## src/rtl/wdw_pkg.sv

```systemverilog
/*
 * Shared constants and types of the windowed watchdog: clock rates, prescaler
 * ratios, register offsets, field positions and reset values.
 * Assumes a single 20 MHz system clock and a 32-bit AHB-Lite register bus.
 */
package wdw_pkg;

    // Clock rates
    localparam int CLK_FREQ_HZ = 20_000_000;
    localparam int LOW_POWER_RC_OSC_FREQ_HZ = 32_000;
    localparam int LOW_POWER_RC_OSC_TICK_CYCLES = CLK_FREQ_HZ / LOW_POWER_RC_OSC_FREQ_HZ;
    localparam int LOW_POWER_RC_OSC_DIV_W = 10;

    // Prescaler timeouts and the ratios they imply at the RC rate
    localparam int PRE_SHORT_TIMEOUT_US = 1000;
    localparam int PRE_LONG_TIMEOUT_US = 4000;
    localparam int PRE_SHORT_RATIO = PRE_SHORT_TIMEOUT_US * LOW_POWER_RC_OSC_FREQ_HZ / 1_000_000;
    localparam int PRE_LONG_RATIO = PRE_LONG_TIMEOUT_US * LOW_POWER_RC_OSC_FREQ_HZ / 1_000_000;
    localparam int PRE_SHORT_LOG2 = $clog2(PRE_SHORT_RATIO);
    localparam int PRE_LONG_LOG2 = $clog2(PRE_LONG_RATIO);

    // Prescaler plus postscaler count: up to 2^7 * 2^15 ticks
    localparam int ELAPSED_W = 23;

    // Register byte offsets (low address bits only)
    localparam logic [11:0] ADDR_RESET_CAUSE = 12'h000;
    localparam logic [11:0] ADDR_CONFIG = 12'h004;
    localparam logic [11:0] ADDR_STATUS = 12'h008;

    // Reset-cause register fields
    localparam int RC_SWEN_BIT = 5;
    localparam int RC_TIMEOUT_BIT = 4;
    localparam int RC_SLEEP_BIT = 3;
    localparam int RC_IDLE_BIT = 2;

    // Status register fields
    localparam int STAT_MODE_LSB = 24;
    localparam int STAT_EN_BIT = 28;

    // Configuration word layout, bits 7..0
    typedef struct packed {
        logic forcedEnable;
        logic windowDisable;
        logic spare;
        logic prescaleSelect;
        logic [3:0] postscaleSelect;
    } wdw_cfg_s;

    // Non-window, software enabled, 1:32 prescale, 1:32,768 postscale
    localparam logic [7:0] CFG_RESET = 8'h4F;

    typedef enum logic [1:0] {PM_RUN, PM_SLEEP, PM_IDLE} wdw_pm_e;

endpackage : wdw_pkg

```

## src/rtl/wdw_watchdog_window.sv

```systemverilog
/*
 * Windowed watchdog timer with AHB-Lite register access.
 * Assumes the CPU core drives one-cycle instruction and clock-switch
 * pulses on clk, and that wdtResetReq is fed back into rst by the
 * system reset controller.
 */
`timescale 1ns/1ps
`default_nettype none

// How it works
// - RC clock at 32 kHz, enabled whenever watchdog enabled.
// - Prescaler divides RC clock by 32 or by 128 per select bit.
// - Prescaler alone gives 1 ms or 4 ms at 32 kHz.
// - Postscaler 4-bit field picks one of 16 ratios, 1:1 to 1:32,768.
// - Device reset clears counter, prescaler and postscaler.
// - Completed clock switch, software or fail-safe, clears all counts.
// - Power-save instruction entering sleep or idle clears all counts.
// - Leaving sleep or idle clears all counts.
// - Clear instruction in normal execution clears all counts.
// - Watchdog counts in sleep and idle; timeout wakes the device.
// - Timeout flag is cleared only by device reset or by software write.
// - Forced-enable configuration bit runs the watchdog unconditionally.
// - Without forced enable, software enable bit turns watchdog on or off.
// - Software enable bit clears on any device reset.
// - Window mode: clear before final quarter causes watchdog reset.
// - Prescale select 1 means 1:128, 0 means 1:32.
// - Postscale code n gives ratio 2^n; 1111 is 1:32,768.
// - Window-disable 1 selects non-window, 0 selects window mode.
module wdw_watchdog_window
(
    // Clock and reset
    input wire logic clk,
    input wire logic rst,
    // AHB-Lite slave
    input wire logic hsel,
    input wire logic [31:0] haddr,
    input wire logic [1:0] htrans,
    input wire logic hwrite,
    input wire logic [2:0] hsize,
    input wire logic [31:0] hwdata,
    input wire logic hready,
    output logic hreadyout,
    output logic hresp,
    output logic [31:0] hrdata,
    // Core events, one-cycle pulses
    input wire logic clearInstr,
    input wire logic powerSaveInstr,
    input wire logic powerSaveIdle,
    input wire logic wakeEvent,
    input wire logic clkSwitchDone,
    // Outputs to clock and reset control
    output logic lprcEnable,
    output logic wdtResetReq,
    output logic wakeReq
);
    import wdw_pkg::*;

    // Total period in RC ticks for a given configuration
    function automatic logic [ELAPSED_W-1:0] periodOf(input wdw_cfg_s c);
        logic [4:0] shamt;
        shamt = (c.prescaleSelect ? 5'(PRE_LONG_LOG2) : 5'(PRE_SHORT_LOG2))
            + {1'b0, c.postscaleSelect};
        periodOf = ELAPSED_W'(1) << shamt;
    endfunction : periodOf

    wdw_cfg_s cfg_r;
    wdw_pm_e pm_r;
    wdw_pm_e pm_nxt;
    logic swEnable_r;
    logic timeoutFlag_r;
    logic sleepFlag_r;
    logic idleFlag_r;
    logic [LOW_POWER_RC_OSC_DIV_W-1:0] lprcDiv_r;
    logic [ELAPSED_W-1:0] elapsed_r;
    logic wrPend_r;
    logic [11:0] wrAddr_r;
    logic [31:0] hrdata_r;
    logic wdtResetReq_r;
    logic wakeReq_r;

    // Enable and RC tick
    logic wdtEnabled;
    logic lprcTick;
    logic [ELAPSED_W-1:0] period;
    logic [ELAPSED_W-1:0] windowStart;
    logic inRun;
    logic timeoutHit;
    logic windowFault;
    logic leavePowerSave;
    logic enterPowerSave;
    logic runClear;
    logic countClear;

    assign wdtEnabled = cfg_r.forcedEnable | swEnable_r;
    assign lprcEnable = wdtEnabled;
    assign lprcTick = wdtEnabled && (lprcDiv_r == LOW_POWER_RC_OSC_DIV_W'(LOW_POWER_RC_OSC_TICK_CYCLES - 1));

    assign period = periodOf(cfg_r);
    // Final quarter starts at three quarters of the period
    assign windowStart = period - (period >> 2);
    assign inRun = (pm_r == PM_RUN);

    // prescaler and postscaler as one count
    // 32 or 128 ticks per prescaler step
    assign timeoutHit = lprcTick && (elapsed_r == period - ELAPSED_W'(1));

    assign windowFault = clearInstr && inRun && wdtEnabled
        && !cfg_r.windowDisable && (elapsed_r < windowStart);

    assign enterPowerSave = powerSaveInstr && inRun;
    // timeout in sleep or idle wakes the device
    assign leavePowerSave = !inRun && (wakeEvent || timeoutHit);
    assign runClear = clearInstr && inRun;

    assign countClear = clkSwitchDone || enterPowerSave || leavePowerSave
        || runClear || timeoutHit;

    // Power mode sequencing
    always_comb
    begin
        pm_nxt = pm_r;
        case (pm_r)
            PM_RUN:
            begin
                if (powerSaveInstr)
                begin
                    pm_nxt = powerSaveIdle ? PM_IDLE : PM_SLEEP;
                end
            end
            PM_SLEEP, PM_IDLE:
            begin
                if (wakeEvent || timeoutHit)
                begin
                    pm_nxt = PM_RUN;
                end
            end
            default:
            begin
                pm_nxt = PM_RUN;
            end
        endcase
    end

    always_ff @(posedge clk)
    begin
        if (rst)
        begin
            pm_r <= PM_RUN;
        end
        else
        begin
            pm_r <= pm_nxt;
        end
    end

    // The divider stands for the RC oscillator; it stops when disabled
    always_ff @(posedge clk)
    begin
        if (rst || lprcTick || !wdtEnabled)
        begin
            lprcDiv_r <= '0;
        end
        else
        begin
            lprcDiv_r <= lprcDiv_r + LOW_POWER_RC_OSC_DIV_W'(1);
        end
    end

    always_ff @(posedge clk)
    begin
        if (rst || countClear || !wdtEnabled)
        begin
            elapsed_r <= '0;
        end
        else if (lprcTick)
        begin
            elapsed_r <= elapsed_r + ELAPSED_W'(1);
        end
    end

    // timeout in run mode resets the device
    always_ff @(posedge clk)
    begin
        if (rst)
        begin
            wdtResetReq_r <= 1'b0;
            wakeReq_r <= 1'b0;
        end
        else
        begin
            wdtResetReq_r <= (timeoutHit && inRun) || windowFault;
            wakeReq_r <= timeoutHit && !inRun;
        end
    end

    assign wdtResetReq = wdtResetReq_r;
    assign wakeReq = wakeReq_r;

    // AHB-Lite: zero wait states, always OKAY
    logic accept;
    logic wrRc;
    logic wrCfg;
    logic [11:0] rdAddr;
    logic [31:0] rcWord;
    logic [31:0] statWord;
    logic [31:0] rdWord;

    assign accept = hsel && htrans[1] && hready;
    assign rdAddr = haddr[11:0];
    assign wrRc = wrPend_r && (wrAddr_r == ADDR_RESET_CAUSE);
    assign wrCfg = wrPend_r && (wrAddr_r == ADDR_CONFIG);

    assign rcWord = (32'(swEnable_r) << RC_SWEN_BIT)
        | (32'(timeoutFlag_r) << RC_TIMEOUT_BIT)
        | (32'(sleepFlag_r) << RC_SLEEP_BIT)
        | (32'(idleFlag_r) << RC_IDLE_BIT);
    assign statWord = (32'(wdtEnabled) << STAT_EN_BIT)
        | (32'(pm_r) << STAT_MODE_LSB)
        | 32'(elapsed_r);
    assign rdWord = (rdAddr == ADDR_RESET_CAUSE) ? rcWord
        : (rdAddr == ADDR_CONFIG) ? {24'h00_0000, cfg_r}
        : (rdAddr == ADDR_STATUS) ? statWord
        : 32'h0000_0000;

    always_ff @(posedge clk)
    begin
        if (rst)
        begin
            wrPend_r <= 1'b0;
            wrAddr_r <= 12'h000;
            hrdata_r <= 32'h0000_0000;
        end
        else
        begin
            wrPend_r <= accept && hwrite;
            if (accept)
            begin
                wrAddr_r <= rdAddr;
            end
            if (accept && !hwrite)
            begin
                hrdata_r <= rdWord;
            end
        end
    end

    assign hreadyout = 1'b1;
    assign hresp = 1'b0;
    assign hrdata = hrdata_r;

    // Configuration word; spare bit always reads zero
    always_ff @(posedge clk)
    begin
        if (rst)
        begin
            cfg_r <= wdw_cfg_s'(CFG_RESET);
        end
        else if (wrCfg)
        begin
            cfg_r <= wdw_cfg_s'(hwdata[7:0] & 8'hDF);
        end
    end

    always_ff @(posedge clk)
    begin
        if (rst)
        begin
            swEnable_r <= 1'b0;
        end
        else if (wrRc)
        begin
            swEnable_r <= hwdata[RC_SWEN_BIT];
        end
    end

    // Status flags: a hardware set wins over a software write in the same cycle
    logic toSet;
    assign toSet = timeoutHit || windowFault;

    always_ff @(posedge clk)
    begin
        if (rst)
        begin
            timeoutFlag_r <= 1'b0;
            sleepFlag_r <= 1'b0;
            idleFlag_r <= 1'b0;
        end
        else
        begin
            // only a software write or device reset clears the timeout flag
            timeoutFlag_r <= toSet || (wrRc ? hwdata[RC_TIMEOUT_BIT] : timeoutFlag_r);
            // mode flags stay until software clears them
            sleepFlag_r <= (enterPowerSave && !powerSaveIdle)
                || (wrRc ? hwdata[RC_SLEEP_BIT] : sleepFlag_r);
            idleFlag_r <= (enterPowerSave && powerSaveIdle)
                || (wrRc ? hwdata[RC_IDLE_BIT] : idleFlag_r);
        end
    end

endmodule : wdw_watchdog_window

`default_nettype wire

```

## config.mk

```make
export PLATFORM = sky130hd
export DESIGN_NAME = wdw_watchdog_window
export DESIGN_NICKNAME = d
export VERILOG_FILES = /design/src/rtl/wdw_pkg.sv /design/src/rtl/wdw_watchdog_window.sv
export SDC_FILE = /design/constraint.sdc
export NUM_CORES = 1
export LEC_CHECK = 0
export BUFFER_PORTS_ARGS = -buffer_cell sky130_fd_sc_hd__buf_2
export CAP_MARGIN = 20
export CORE_ASPECT_RATIO = 0.6
export CORE_MARGIN = 8
export CORE_UTILIZATION = 50
export CTS_CLUSTER_DIAMETER = 30
export DETAILED_ROUTE_END_ITERATION = 10
export GPL_TIMING_DRIVEN = 0
export PLACE_DENSITY = 0.76
export SYNTH_ARGS = -nofsm -noshare
export SYNTH_HDL_FRONTEND = slang
export SYNTH_SLANG_ARGS = --single-unit
export TNS_END_PERCENT = 100
```

## constraint.sdc

```tcl
create_clock -name clk -period 10.56 [get_ports clk]
set_input_delay 0.528 -clock clk [delete_from_list [all_inputs] [get_ports clk]]
set_output_delay 0.528 -clock clk [all_outputs]
set_load 0.1 [all_outputs]
```

==> results.toml, run 1 <==
[floorplanning]
rows = 31
design.core.area_um2 = 12000
design.portCount = 116
start_util_pct = 51.0
die_y_um = 102
total_die_area_um2 = 16100
floorplan.die.width_um = 159

[pwr]
clockPowerShare_pct = 42.8
switchingPower_uw = 187
irDropWorstVdd_uv = 92.5
p_int_uw = 534
share_seq_of_total_power_pct = 46.2
power.leakage_uw = 0.00300
netSwitchingFraction_pct = 26.0
power_density_over_the_cells_nw_per_um2 = 103
combPwrFrac_pct = 11.0

[worst_setup_path]
worstPathArrival_ps = 5820
worst-setup-path-type = "reg -> reg"
path_max_fanout = 10
req_time_crit_path_ps = 10820
setup.worst_path.end_class = "flop"
worst_setup_sp_type = "flop"

[global_route]
vias_in_the_first_global_route = 5339
grt_overflow_total = 0
grtUsageTotal_pct = 21.3
grt_first_pass_wirelength_um = 27800
antenna_found_initial = 0
grt_max_degree = 16

[timing]
setup_viol = 0
grt_setup_unrepaired = "no"
timing.fmax_mhz = 180
slew_viol_final = 0
period_share_pct = 52.6
hold_ws_ps = 441
tns_ps = 0
finalClockSkew_ps = 4.15
finalWorstPathRequiredPeriod_ps = 5550
number_of_failing_hold_endpoints_at_the_final_stage = 0
maxSlewHeadroom_pct = 29.3
tightestPinTransition_ps = 1050

[routing]
drt_pass1_iterations = 5
post_drt_wl_per_cell_um = 16.6
initialDrtViolationCount = 514
wirelength_um = 17300
remaining_drc_errors = 0
final_antenna_net_count = 0
vias_per_cell = 5.72
vias = 5944

[synthesis]
ys_seq_area_share_pct = 28.5
post_synth.cell_area_avg_um2 = 7.82
mappedNetlistArea_um2 = 6110
number_of_enable_flip_flop_cells_after_synthesis = 0
dominantRegCellSynth = "sky130_fd_sc_hd__dfxtp_1"
ys_warn_count = 0
netlist-cell-type-count = 70
synthesis.instances = 782
postSynth.asyncResetShare_pct = 0
ys_seq_elements = 87

[finish]
finish.instance_area_um2 = 6980
finish.net_count = 999
drive_gt1_share_pct = 12.8
most_common_library_cell_in_the_layout_ignoring_fill_and_taps = "sky130_fd_sc_hd__dfxtp_1"
syn2layout_area_growth_pct = 14.1
most-common-layout-cells = "87 x sky130_fd_sc_hd__dfxtp_1, 86 x sky130_fd_sc_hd__nor2_1, 76 x sky130_fd_sc_hd__nand2_1"
antenna_cells_inserted = 0

[min_path]
hp-class = "in -> reg"

[cts]
worst_setup_hold_path_clk_slew_ps = 60
cts_max_path_buffers = 2
clock-root-buffer = "sky130_fd_sc_hd__clkbuf_16"
cts_repair_resize_count = 0
cts_inserted_buffers = 9
clock_latency_ps = 340
htree_num_levels = 3
cts.sinks = 87
cts-hold-fix-buffers = 0
cts.repair_timing.setup_buffer_count = 0
cts_tree = "built"

[place]
buffer_ports.inserted = 58
placed_cell_area_um2 = 6680
dp_hpwl_um = 13800
place.gp.congestion = 1.00

[outcome]
status = "completed"

[job]
max_cap_violations = 0
[cell families after synthesis]
| group | count (synthesis) | synth area share, % |
|---|---|---|
| mux | 13 | 2.13 |
| other cells | 2 | 0.123 |
| buf+inv | 92 | 6.71 |
| flops | 87 | 28.5 |
| simple gates | 313 | 25.5 |
| compound gates | 163 | 17.7 |
| xor+xnor | 62 | 9.01 |
| fa+ha+maj | 50 | 10.4 |
[routing by layer]
layer	part of all wire [%]	wire length [um]	GRT usage, %
met1	51	8810	32.3
met4	0.69	119	3.49
met3	9.5	1650	4.91
met2	39	6680	29.8
met5	0	0	0
[Yosys cell counts, types with 4 or more instances]
| library cell | count | area share [%] |
|---|---|---|
| sky130_fd_sc_hd__clkbuf_1 | 26 | 1.6 |
| sky130_fd_sc_hd__xor2_1 | 30 | 4.3 |
| sky130_fd_sc_hd__xnor2_1 | 31 | 4.4 |
| sky130_fd_sc_hd__nor4_1 | 10 | 1.0 |
| sky130_fd_sc_hd__nand3_1 | 39 | 3.2 |
| sky130_fd_sc_hd__o21ai_0 | 26 | 2.1 |
| sky130_fd_sc_hd__a22oi_1 | 19 | 2.3 |
| sky130_fd_sc_hd__nor2b_1 | 8 | 0.82 |
| sky130_fd_sc_hd__nand2b_1 | 11 | 1.1 |
| sky130_fd_sc_hd__a21oi_1 | 50 | 4.1 |
| sky130_fd_sc_hd__nand2_1 | 76 | 4.7 |
| sky130_fd_sc_hd__buf_2 | 7 | 0.57 |
| sky130_fd_sc_hd__mux2i_1 | 13 | 2.1 |
| sky130_fd_sc_hd__and4_1 | 5 | 0.72 |
| sky130_fd_sc_hd__nor3b_1 | 4 | 0.49 |
| sky130_fd_sc_hd__a221oi_1 | 4 | 0.57 |
| sky130_fd_sc_hd__dfxtp_1 | 87 | 28 |
| sky130_fd_sc_hd__a211o_1 | 8 | 1.1 |
| sky130_fd_sc_hd__o211ai_1 | 5 | 0.61 |
| sky130_fd_sc_hd__buf_4 | 13 | 1.6 |
| sky130_fd_sc_hd__and2_1 | 4 | 0.41 |
| sky130_fd_sc_hd__o31ai_1 | 4 | 0.49 |
| sky130_fd_sc_hd__nor2_1 | 86 | 5.3 |
| sky130_fd_sc_hd__or3_1 | 8 | 0.82 |
| sky130_fd_sc_hd__and3_1 | 12 | 1.2 |
| sky130_fd_sc_hd__nand4_1 | 12 | 1.2 |
| sky130_fd_sc_hd__ha_1 | 49 | 10 |
| sky130_fd_sc_hd__or4_1 | 4 | 0.49 |
| sky130_fd_sc_hd__a21o_1 | 7 | 0.86 |
| sky130_fd_sc_hd__a211oi_1 | 5 | 0.61 |
| sky130_fd_sc_hd__o21a_1 | 5 | 0.61 |
| sky130_fd_sc_hd__nor3_1 | 14 | 1.1 |
| sky130_fd_sc_hd__inv_1 | 43 | 2.6 |
[layout make-up]
type | instances | area [um^2]
plain buffers | 48 | 245
flip-flops and latches | 87 | 1740
fillers | 1097 | 5010
inverters | 44 | 165
multi-input cells | 621 | 4030
clock inverters | 5 | 41.3
well taps | 165 | 206
repair buffers | 59 | 295
clock buffers | 11 | 253
[worst paths after layout]
path	startpoint	end	slack (ps)	cells past startpoint
worst max-delay path	cfg_r[1]	timeoutFlag_r	5010	22
worst min-delay path	hwdata[5]	swEnable_r	440	3
worst max register to register	cfg_r[1]	timeoutFlag_r	5010	22
worst min register to register	hrdata[4]	hrdata[4]	450	2
[worst max-delay path, stage by stage (launching register included)]
cell and delay, ps:
sky130_fd_sc_hd__dfxtp_1 330, sky130_fd_sc_hd__ha_1 350, sky130_fd_sc_hd__buf_4 190, sky130_fd_sc_hd__clkbuf_1 340, sky130_fd_sc_hd__nor3_2 100, sky130_fd_sc_hd__nand2_1 190, sky130_fd_sc_hd__inv_1 70, sky130_fd_sc_hd__ha_1 330
sky130_fd_sc_hd__o21a_1 210, sky130_fd_sc_hd__or4_1 490, sky130_fd_sc_hd__o2111ai_1 220, sky130_fd_sc_hd__a21oi_1 210, sky130_fd_sc_hd__o311ai_0 610, sky130_fd_sc_hd__nand2b_1 100, sky130_fd_sc_hd__a21oi_1 190, sky130_fd_sc_hd__xor2_1 160
sky130_fd_sc_hd__ha_1 240, sky130_fd_sc_hd__o21a_1 160, sky130_fd_sc_hd__o21ai_0 300, sky130_fd_sc_hd__a21oi_1 90, sky130_fd_sc_hd__nor3_1 220, sky130_fd_sc_hd__o31ai_1 170, sky130_fd_sc_hd__a31oi_1 190
[power groups by stage]
stage          Combinational (uW)  Sequential, uW  Clock, uW
2_1_floorplan                59.2             340          0
3_3_place_gp                 75.6             340          0
3_5_place_dp                 76.3             340          0
4_1_cts                      76.7             333        311
5_1_grt                      86.8             333        326
6_report                     79.4             333        309
[sequential cells by signal (all words and copies together) (netlist names)]
register	cells
sleepFlag_r	1
elapsed_r	23
swEnable_r	1
idleFlag_r	1
wdtResetReq	1
timeoutFlag_r	1
wrPend_r	1
cfg_r	7
wrAddr_r	12
hrdata	26
wakeReq	1
pm_r	2
lprcDiv_r	10
[per-stage QoR]
stage | std cells | total power [uW] | setup slack (ps) | utilization, %
4_1_cts | 1040 | 720 | 5090 | 58.2
3_5_place_dp | 1024 | 417 | 5110 | 55.8
3_3_place_gp | 1023 | 416 | 5210 | 55.7
2_1_floorplan | 800 | 399 | 6160 | -
6_report | 1040 | 721 | 5010 | 58.2
5_1_grt | 1040 | 746 | 4690 | 58.2
Note: power is estimated with default switching activity, not from simulation.
==> run 2: changes to the inputs <==
Settings changed: PLACE_DENSITY 0.76 to 0.79.
Clock period 10.56 ns to 4.5 ns, I/O delays scaled along.
==> run 2 against run 1 <==
  * Worst setup slack got worse by 4800 ps
  * Routed wire length up 4.2%
  * Global-route usage increased by 0.32 points
  * Critical path depth shrank 1
  * Clock power grew 140%
  * Via count decreased by 0.17%
  * Design area up 4.4%
  * Core utilization increased by 2.6 points
  * Critical path type unchanged
==> results.toml, run 2 (synthesized netlist as in run 1, its figures left out) <==
[finish]
post-route-util_pct = 60.8
finish.instance_area_um2 = 7280
largest_register_ff_count = 26
finish.net_count = 1003
most_common_library_cell_in_the_layout_ignoring_fill_and_taps = "sky130_fd_sc_hd__dfxtp_1"
syn2layout_area_growth_pct = 19.1
most-common-layout-cells = "85 x sky130_fd_sc_hd__dfxtp_1, 84 x sky130_fd_sc_hd__nor2_1, 74 x sky130_fd_sc_hd__nand2_1"
final_cells = 1045
drive_gt1_share_pct = 17.1

[timing]
tightestPinTransition_ps = 1170
finalClockSkew_ps = 10.2
hold_ws_ps = 140
maxSlewHeadroom_pct = 21.3
timing.fmax_mhz = 232
setup_viol = 0
number_of_failing_hold_endpoints_at_the_final_stage = 0
finalWorstPathRequiredPeriod_ps = 4320
slew_viol_final = 0
period_share_pct = 96.0

[job]
max_cap_violations = 0

[pwr]
post-layout-total-power_uw = 1710
combPwrFrac_pct = 11.6
power.leakage_uw = 0.00307
clockPowerShare_pct = 42.6
irDropWorstVdd_uv = 190
p_int_uw = 1260
netSwitchingFraction_pct = 26.3
power_density_over_the_cells_nw_per_um2 = 234
switchingPower_uw = 449
share_seq_of_total_power_pct = 45.8

[floorplanning]
rows = 31
floorplan.die.width_um = 159
die_y_um = 102
start_util_pct = 51.0
total_die_area_um2 = 16100
design.core.area_um2 = 12000
design.portCount = 116

[worst_setup_path]
crit_path_cell_trace = "buf_4 -> buf_2 -> nor2_4 -> nand2_1 -> inv_1 -> ha_4 -> a21o_1 -> or4_4 -> o2111ai_4 -> a21oi_4 -> o311ai_4 -> nand2b_1 -> a21oi_2 -> xor2_1 -> ha_1 -> o21a_1 -> o21ai_2 -> a21oi_2 -> nor3_2 -> o31ai_2 -> a31oi_1"
req_time_crit_path_ps = 4770
setup.worst_path.end_class = "flop"
worst-setup-path-type = "reg -> reg"
buf_inv_on_cp = 3
worst_setup_sp_type = "flop"
timing.critical_path.slowest_cell_delay_ps = 510
critical_path.top_delay_family = "compound AO/OA/AOI/OAI gates"
crit_slowest_cell = "sky130_fd_sc_hd__or4_4"
worst_path_most_repeated_cell = "sky130_fd_sc_hd__a21oi_2"
worstPathArrival_ps = 4580
path_max_fanout = 10

[outcome]
status = "completed"

[routing]
initialDrtViolationCount = 472
drt_pass1_iterations = 6
post_drt_wl_per_cell_um = 17.2
final_antenna_net_count = 0
remaining_drc_errors = 0
wirelength_um = 18000
vias_per_cell = 5.68
vias = 5934

[global_route]
antenna_found_initial = 0
grtUsageTotal_pct = 21.6
grt_overflow_total = 0
grt_first_pass_wirelength_um = 28400
vias_in_the_first_global_route = 5575
grt_max_degree = 16

[cts]
cts_max_path_buffers = 2
cts-hold-fix-buffers = 0
cts_inserted_buffers = 9
cts.sinks = 87
clock_latency_ps = 340
clock-root-buffer = "sky130_fd_sc_hd__clkbuf_16"
cts_tree = "built"
worst_setup_hold_path_clk_slew_ps = 70
htree_num_levels = 3

[place]
dp_cells = 1024
dp_hpwl_um = 13800
place.gp.congestion = 0.956
buffer_ports.inserted = 58
placed_cell_area_um2 = 6690

[min_path]
hp-class = "in -> reg"
-- run 2: per-layer routing --
metal | global-route usage [%] | part of all wire (%)
met1 | 30.8 | 49
met4 | 4.08 | 0.57
met3 | 6.82 | 9.8
met2 | 31.3 | 41
met5 | 0 | 0
-- run 2: worst reg2reg max path, cell delays in order, from the launching register on --
cell and delay (ps):
sky130_fd_sc_hd__dfxtp_1 390, sky130_fd_sc_hd__buf_4 200, sky130_fd_sc_hd__buf_2 290, sky130_fd_sc_hd__nor2_4 90
sky130_fd_sc_hd__nand2_1 110, sky130_fd_sc_hd__inv_1 80, sky130_fd_sc_hd__ha_4 270, sky130_fd_sc_hd__a21o_1 210
sky130_fd_sc_hd__or4_4 510, sky130_fd_sc_hd__o2111ai_4 120, sky130_fd_sc_hd__a21oi_4 120, sky130_fd_sc_hd__o311ai_4 290
sky130_fd_sc_hd__nand2b_1 100, sky130_fd_sc_hd__a21oi_2 130, sky130_fd_sc_hd__xor2_1 150, sky130_fd_sc_hd__ha_1 240
sky130_fd_sc_hd__o21a_1 190, sky130_fd_sc_hd__o21ai_2 190, sky130_fd_sc_hd__a21oi_2 70, sky130_fd_sc_hd__nor3_2 190
sky130_fd_sc_hd__o31ai_2 130, sky130_fd_sc_hd__a31oi_1 170
-- run 2: area by class of cell --
type | count | area, um^2
fillers | 1089 | 4700
clock buffers | 11 | 253
clock inverters | 5 | 41.3
well taps | 165 | 206
plain buffers | 47 | 279
flip-flops and latches | 87 | 1750
inverters | 44 | 165
diodes | 1 | 2.50
multi-input cells | 621 | 4250
repair buffers | 64 | 338
-- run 2: power by group through the flow --
stage               clock network, uW  logic (uW)  registers, uW
floorplan                           0         139            797
finish                            727         197            781
detailed placement                  0         180            799
CTS                               727         186            782
global route                      760         216            782
global placement                    0         177            799
-- run 2: path summary, 6_finish.rpt --
kind | start | cells past startpoint | slack, ps | end
hold / removal | haddr[11] | 3 | 140 | wrAddr_r[11]
hold reg to reg | hrdata[7] | 2 | 450 | hrdata[7]
setup reg to reg | cfg_r[0] | 21 | 180 | timeoutFlag_r
setup / recovery | cfg_r[0] | 21 | 180 | timeoutFlag_r
-- run 2: timing repair --
item	4_1_cts	5_1_grt
buffers inserted	2	3
gates cloned	0	0
resized for setup	30	30
endpoints found under the setup margin	2	2
pin swaps	5	14
-- run 2: through the flow --
stage | setup slack, ps | TNS (ps)
floorplan | 105 | 0
global placement | -861 | -1690
detailed placement | -906 | -1770
CTS | 29.6 | 0
global route | -12.4 | -12.4
finish | 182 | 0
==> run 3: changes to the inputs <==
Settings changed: BUFFER_PORTS_ARGS -buffer_cell sky130_fd_sc_hd__buf_2 to default, CELL_PAD_IN_SITES_DETAIL_PLACEMENT from default to 2, CELL_PAD_IN_SITES_GLOBAL_PLACEMENT from default to 2, CORE_UTILIZATION 50 to 34, DONT_BUFFER_PORTS from default to 1, HOLD_SLACK_MARGIN from default to 0.03, PLACE_DENSITY 0.79 to 0.81.
==> run 3 against run 2 <==
  * The run now ends with negative setup slack left
  * Sequential cell count stayed put
  * Cell count rose by 4.4%
  * Core utilization down 19 points
  * Hold slack worse by 91 ps
  * Clock skew increased by 1.4 ps
  * Sequential power about the same
  * Worst setup slack worse by 330 ps
  * Power grew 1.1%
  * Critical path type unchanged
  * Critical endpoint unchanged
  * Largest cell class unchanged
==> results.toml, run 3 (synthesized netlist as in run 1, its figures left out) <==
[timing]
tightestPinTransition_ps = 1060
tns_ps = -252
period_share_pct = 103
maxSlewHeadroom_pct = 29.6
finalWorstPathRequiredPeriod_ps = 4650
slew_viol_final = 0
grt_setup_unrepaired = "yes"
setup_viol = 2
finalClockSkew_ps = 11.6
timing.fmax_mhz = 215
worst_slack_ps = -152
number_of_failing_hold_endpoints_at_the_final_stage = 0

[pwr]
power_density_over_the_cells_nw_per_um2 = 233
post-layout-total-power_uw = 1720
power.leakage_uw = 0.00295
irDropWorstVdd_uv = 176

[place]
place.gp.congestion = 0.915
dp_cells = 1041
buffer_ports.inserted = 0
dp_hpwl_um = 18500

[min_path]
hp-class = "in -> reg"
min_path_cells = 1
hold_path.startpoint = "hwrite"
worstHoldEndpoint = "wrPend_r"

[floorplanning]
floorplan.die.width_um = 189
total_die_area_um2 = 22700
rows = 38
start_util_pct = 34.3
die_y_um = 120
design.core.area_um2 = 17800
design.portCount = 116

[finish]
antenna_cells_inserted = 0
final_cells = 1091
multi_input_area_um2 = 4310
most_common_library_cell_in_the_layout_ignoring_fill_and_taps = "sky130_fd_sc_hd__dfxtp_1"
fill_cell_instance_count_of_the_final_layout = 2007
most-common-layout-cells = "85 x sky130_fd_sc_hd__dfxtp_1, 82 x sky130_fd_sc_hd__nor2_1, 73 x sky130_fd_sc_hd__nand2_1"
syn2layout_area_growth_pct = 20.8
largest_register_ff_count = 26
post-route-util_pct = 41.4
drive_gt1_share_pct = 15.0
finish.net_count = 975
layout.area.seq_um2 = 1750

[global_route]
grt_first_pass_wirelength_um = 39500
vias_in_the_first_global_route = 6705
grt_overflow_total = 0
antenna_found_initial = 1
grtUsageTotal_pct = 22.0
grt_max_degree = 20

[cts]
cts.sinks = 87
clock_latency_ps = 360
cts_max_path_buffers = 2
worst_setup_hold_path_clk_slew_ps = 70
cts_tree = "built"
htree_num_levels = 3
cts_inserted_buffers = 9
clock-root-buffer = "sky130_fd_sc_hd__clkbuf_16"

[worst_setup_path]
path_max_fanout = 9
setup.worst_path.end_class = "flop"
req_time_crit_path_ps = 4780
r2r_setup_slack_ps = -150
worst-setup-path-type = "reg -> reg"
worstPathArrival_ps = 4930
worst_setup_sp_type = "flop"
r2r_cells = 21
critical_path.reg2reg.startpoint = "cfg_r[4]"
reg2reg_to = "timeoutFlag_r"

[routing]
remaining_drc_errors = 0
post_drt_wl_per_cell_um = 23.8
vias_per_cell = 5.74
initialDrtViolationCount = 372
vias = 6264
final_antenna_net_count = 0
wirelength_um = 26000
drt_pass1_iterations = 6

[outcome]
status = "finished, violations left"
failed_checks = "negative setup slack"

[job]
max_cap_violations = 0
## run 3: changes by cell type in the layout (fill, tap and decap cells not counted), moves of 4 or more
| cell | previous run | this run |
|---|---|---|
| sky130_fd_sc_hd__a21oi_2 | 5 | 9 |
| sky130_fd_sc_hd__buf_2 | 62 | 5 |
| sky130_fd_sc_hd__buf_4 | 16 | 36 |
| sky130_fd_sc_hd__a21oi_1 | 44 | 40 |
| sky130_fd_sc_hd__dlygate4sd3_1 | 0 | 10 |
## run 3: routing by layer
| metal | GRT usage, % | part of all wire (%) | vias to the layer above |
|---|---|---|---|
| li1 | - | - | 2855 |
| met1 | 29.2 | 47 | 3178 |
| met2 | 35.1 | 46 | 188 |
| met3 | 6.46 | 5.9 | 43 |
| met4 | 4.82 | 1.3 | 0 |
| met5 | 0 | 0 | - |
## run 3: layout make-up
class	count	area share [%]
Multi-Input combinational cell	621	58.3
Sequential cell	87	23.7
Tap cell	240	4.07
Timing Repair Buffer	36	3.93
Buffer	47	3.93
Clock buffer	10	3.24
Inverter	44	2.24
Clock inverter	6	0.576
## run 3: power by group
| group | switching, uW | internal [uW] | leakage, uW |
|---|---|---|---|
| combinational | 131 | 75.0 | 0.00211 |
| sequential | 6.29 | 775 | 0.000703 |
| clock | 345 | 392 | 0.000135 |
| total | 482 | 1240 | 0.00295 |
## run 3: worst max path at each step
| stage | from | to |
|---|---|---|
| final | cfg_r[4] | timeoutFlag_r |
| after CTS | cfg_r[1] | timeoutFlag_r |
| after global routing | cfg_r[4] | timeoutFlag_r |
| after global placement | cfg_r[4] | timeoutFlag_r |
| after detailed placement | cfg_r[1] | timeoutFlag_r |
| after floorplan | cfg_r[1] | timeoutFlag_r |
## run 3: repair_timing
item                       4_1_cts  5_1_grt
hold buffers                    10        0
pin swaps                       12       24
gates resized for setup         43       38
hold endpoints to repair        10        0
setup endpoints to repair        2        2
buffers inserted                 4       20
## run 3: worst max-delay path: stages (launching register included)
cell                        delay [ps]
sky130_fd_sc_hd__dfxtp_4           370
sky130_fd_sc_hd__ha_4              150
sky130_fd_sc_hd__buf_4             180
sky130_fd_sc_hd__xnor2_2           180
sky130_fd_sc_hd__nor2_4            210
sky130_fd_sc_hd__buf_4             150
sky130_fd_sc_hd__nand2_1            90
sky130_fd_sc_hd__ha_4              190
sky130_fd_sc_hd__a21o_1            190
sky130_fd_sc_hd__or4_4             520
sky130_fd_sc_hd__o2111ai_4         110
sky130_fd_sc_hd__a21oi_4           130
sky130_fd_sc_hd__o311ai_4          330
sky130_fd_sc_hd__buf_4             160
sky130_fd_sc_hd__a21oi_2            40
sky130_fd_sc_hd__nor2_1            140
sky130_fd_sc_hd__xor2_1             90
sky130_fd_sc_hd__ha_2              180
sky130_fd_sc_hd__or4bb_1           550
sky130_fd_sc_hd__nor3_4            250
sky130_fd_sc_hd__o31ai_4           130
sky130_fd_sc_hd__a31oi_1           200
## run 3: stage by stage
step / hold slack [ps] / setup WS [ps] / cell area (um^2)
finish: 49.1 / -152 / 7390
global route: 37.1 / -304 / 7390
CTS: 35.8 / 3.25 / 7100
detailed placement: 373 / -1170 / 6490
global placement: 369 / -990 / 6480
floorplan: 361 / 105 / 6180
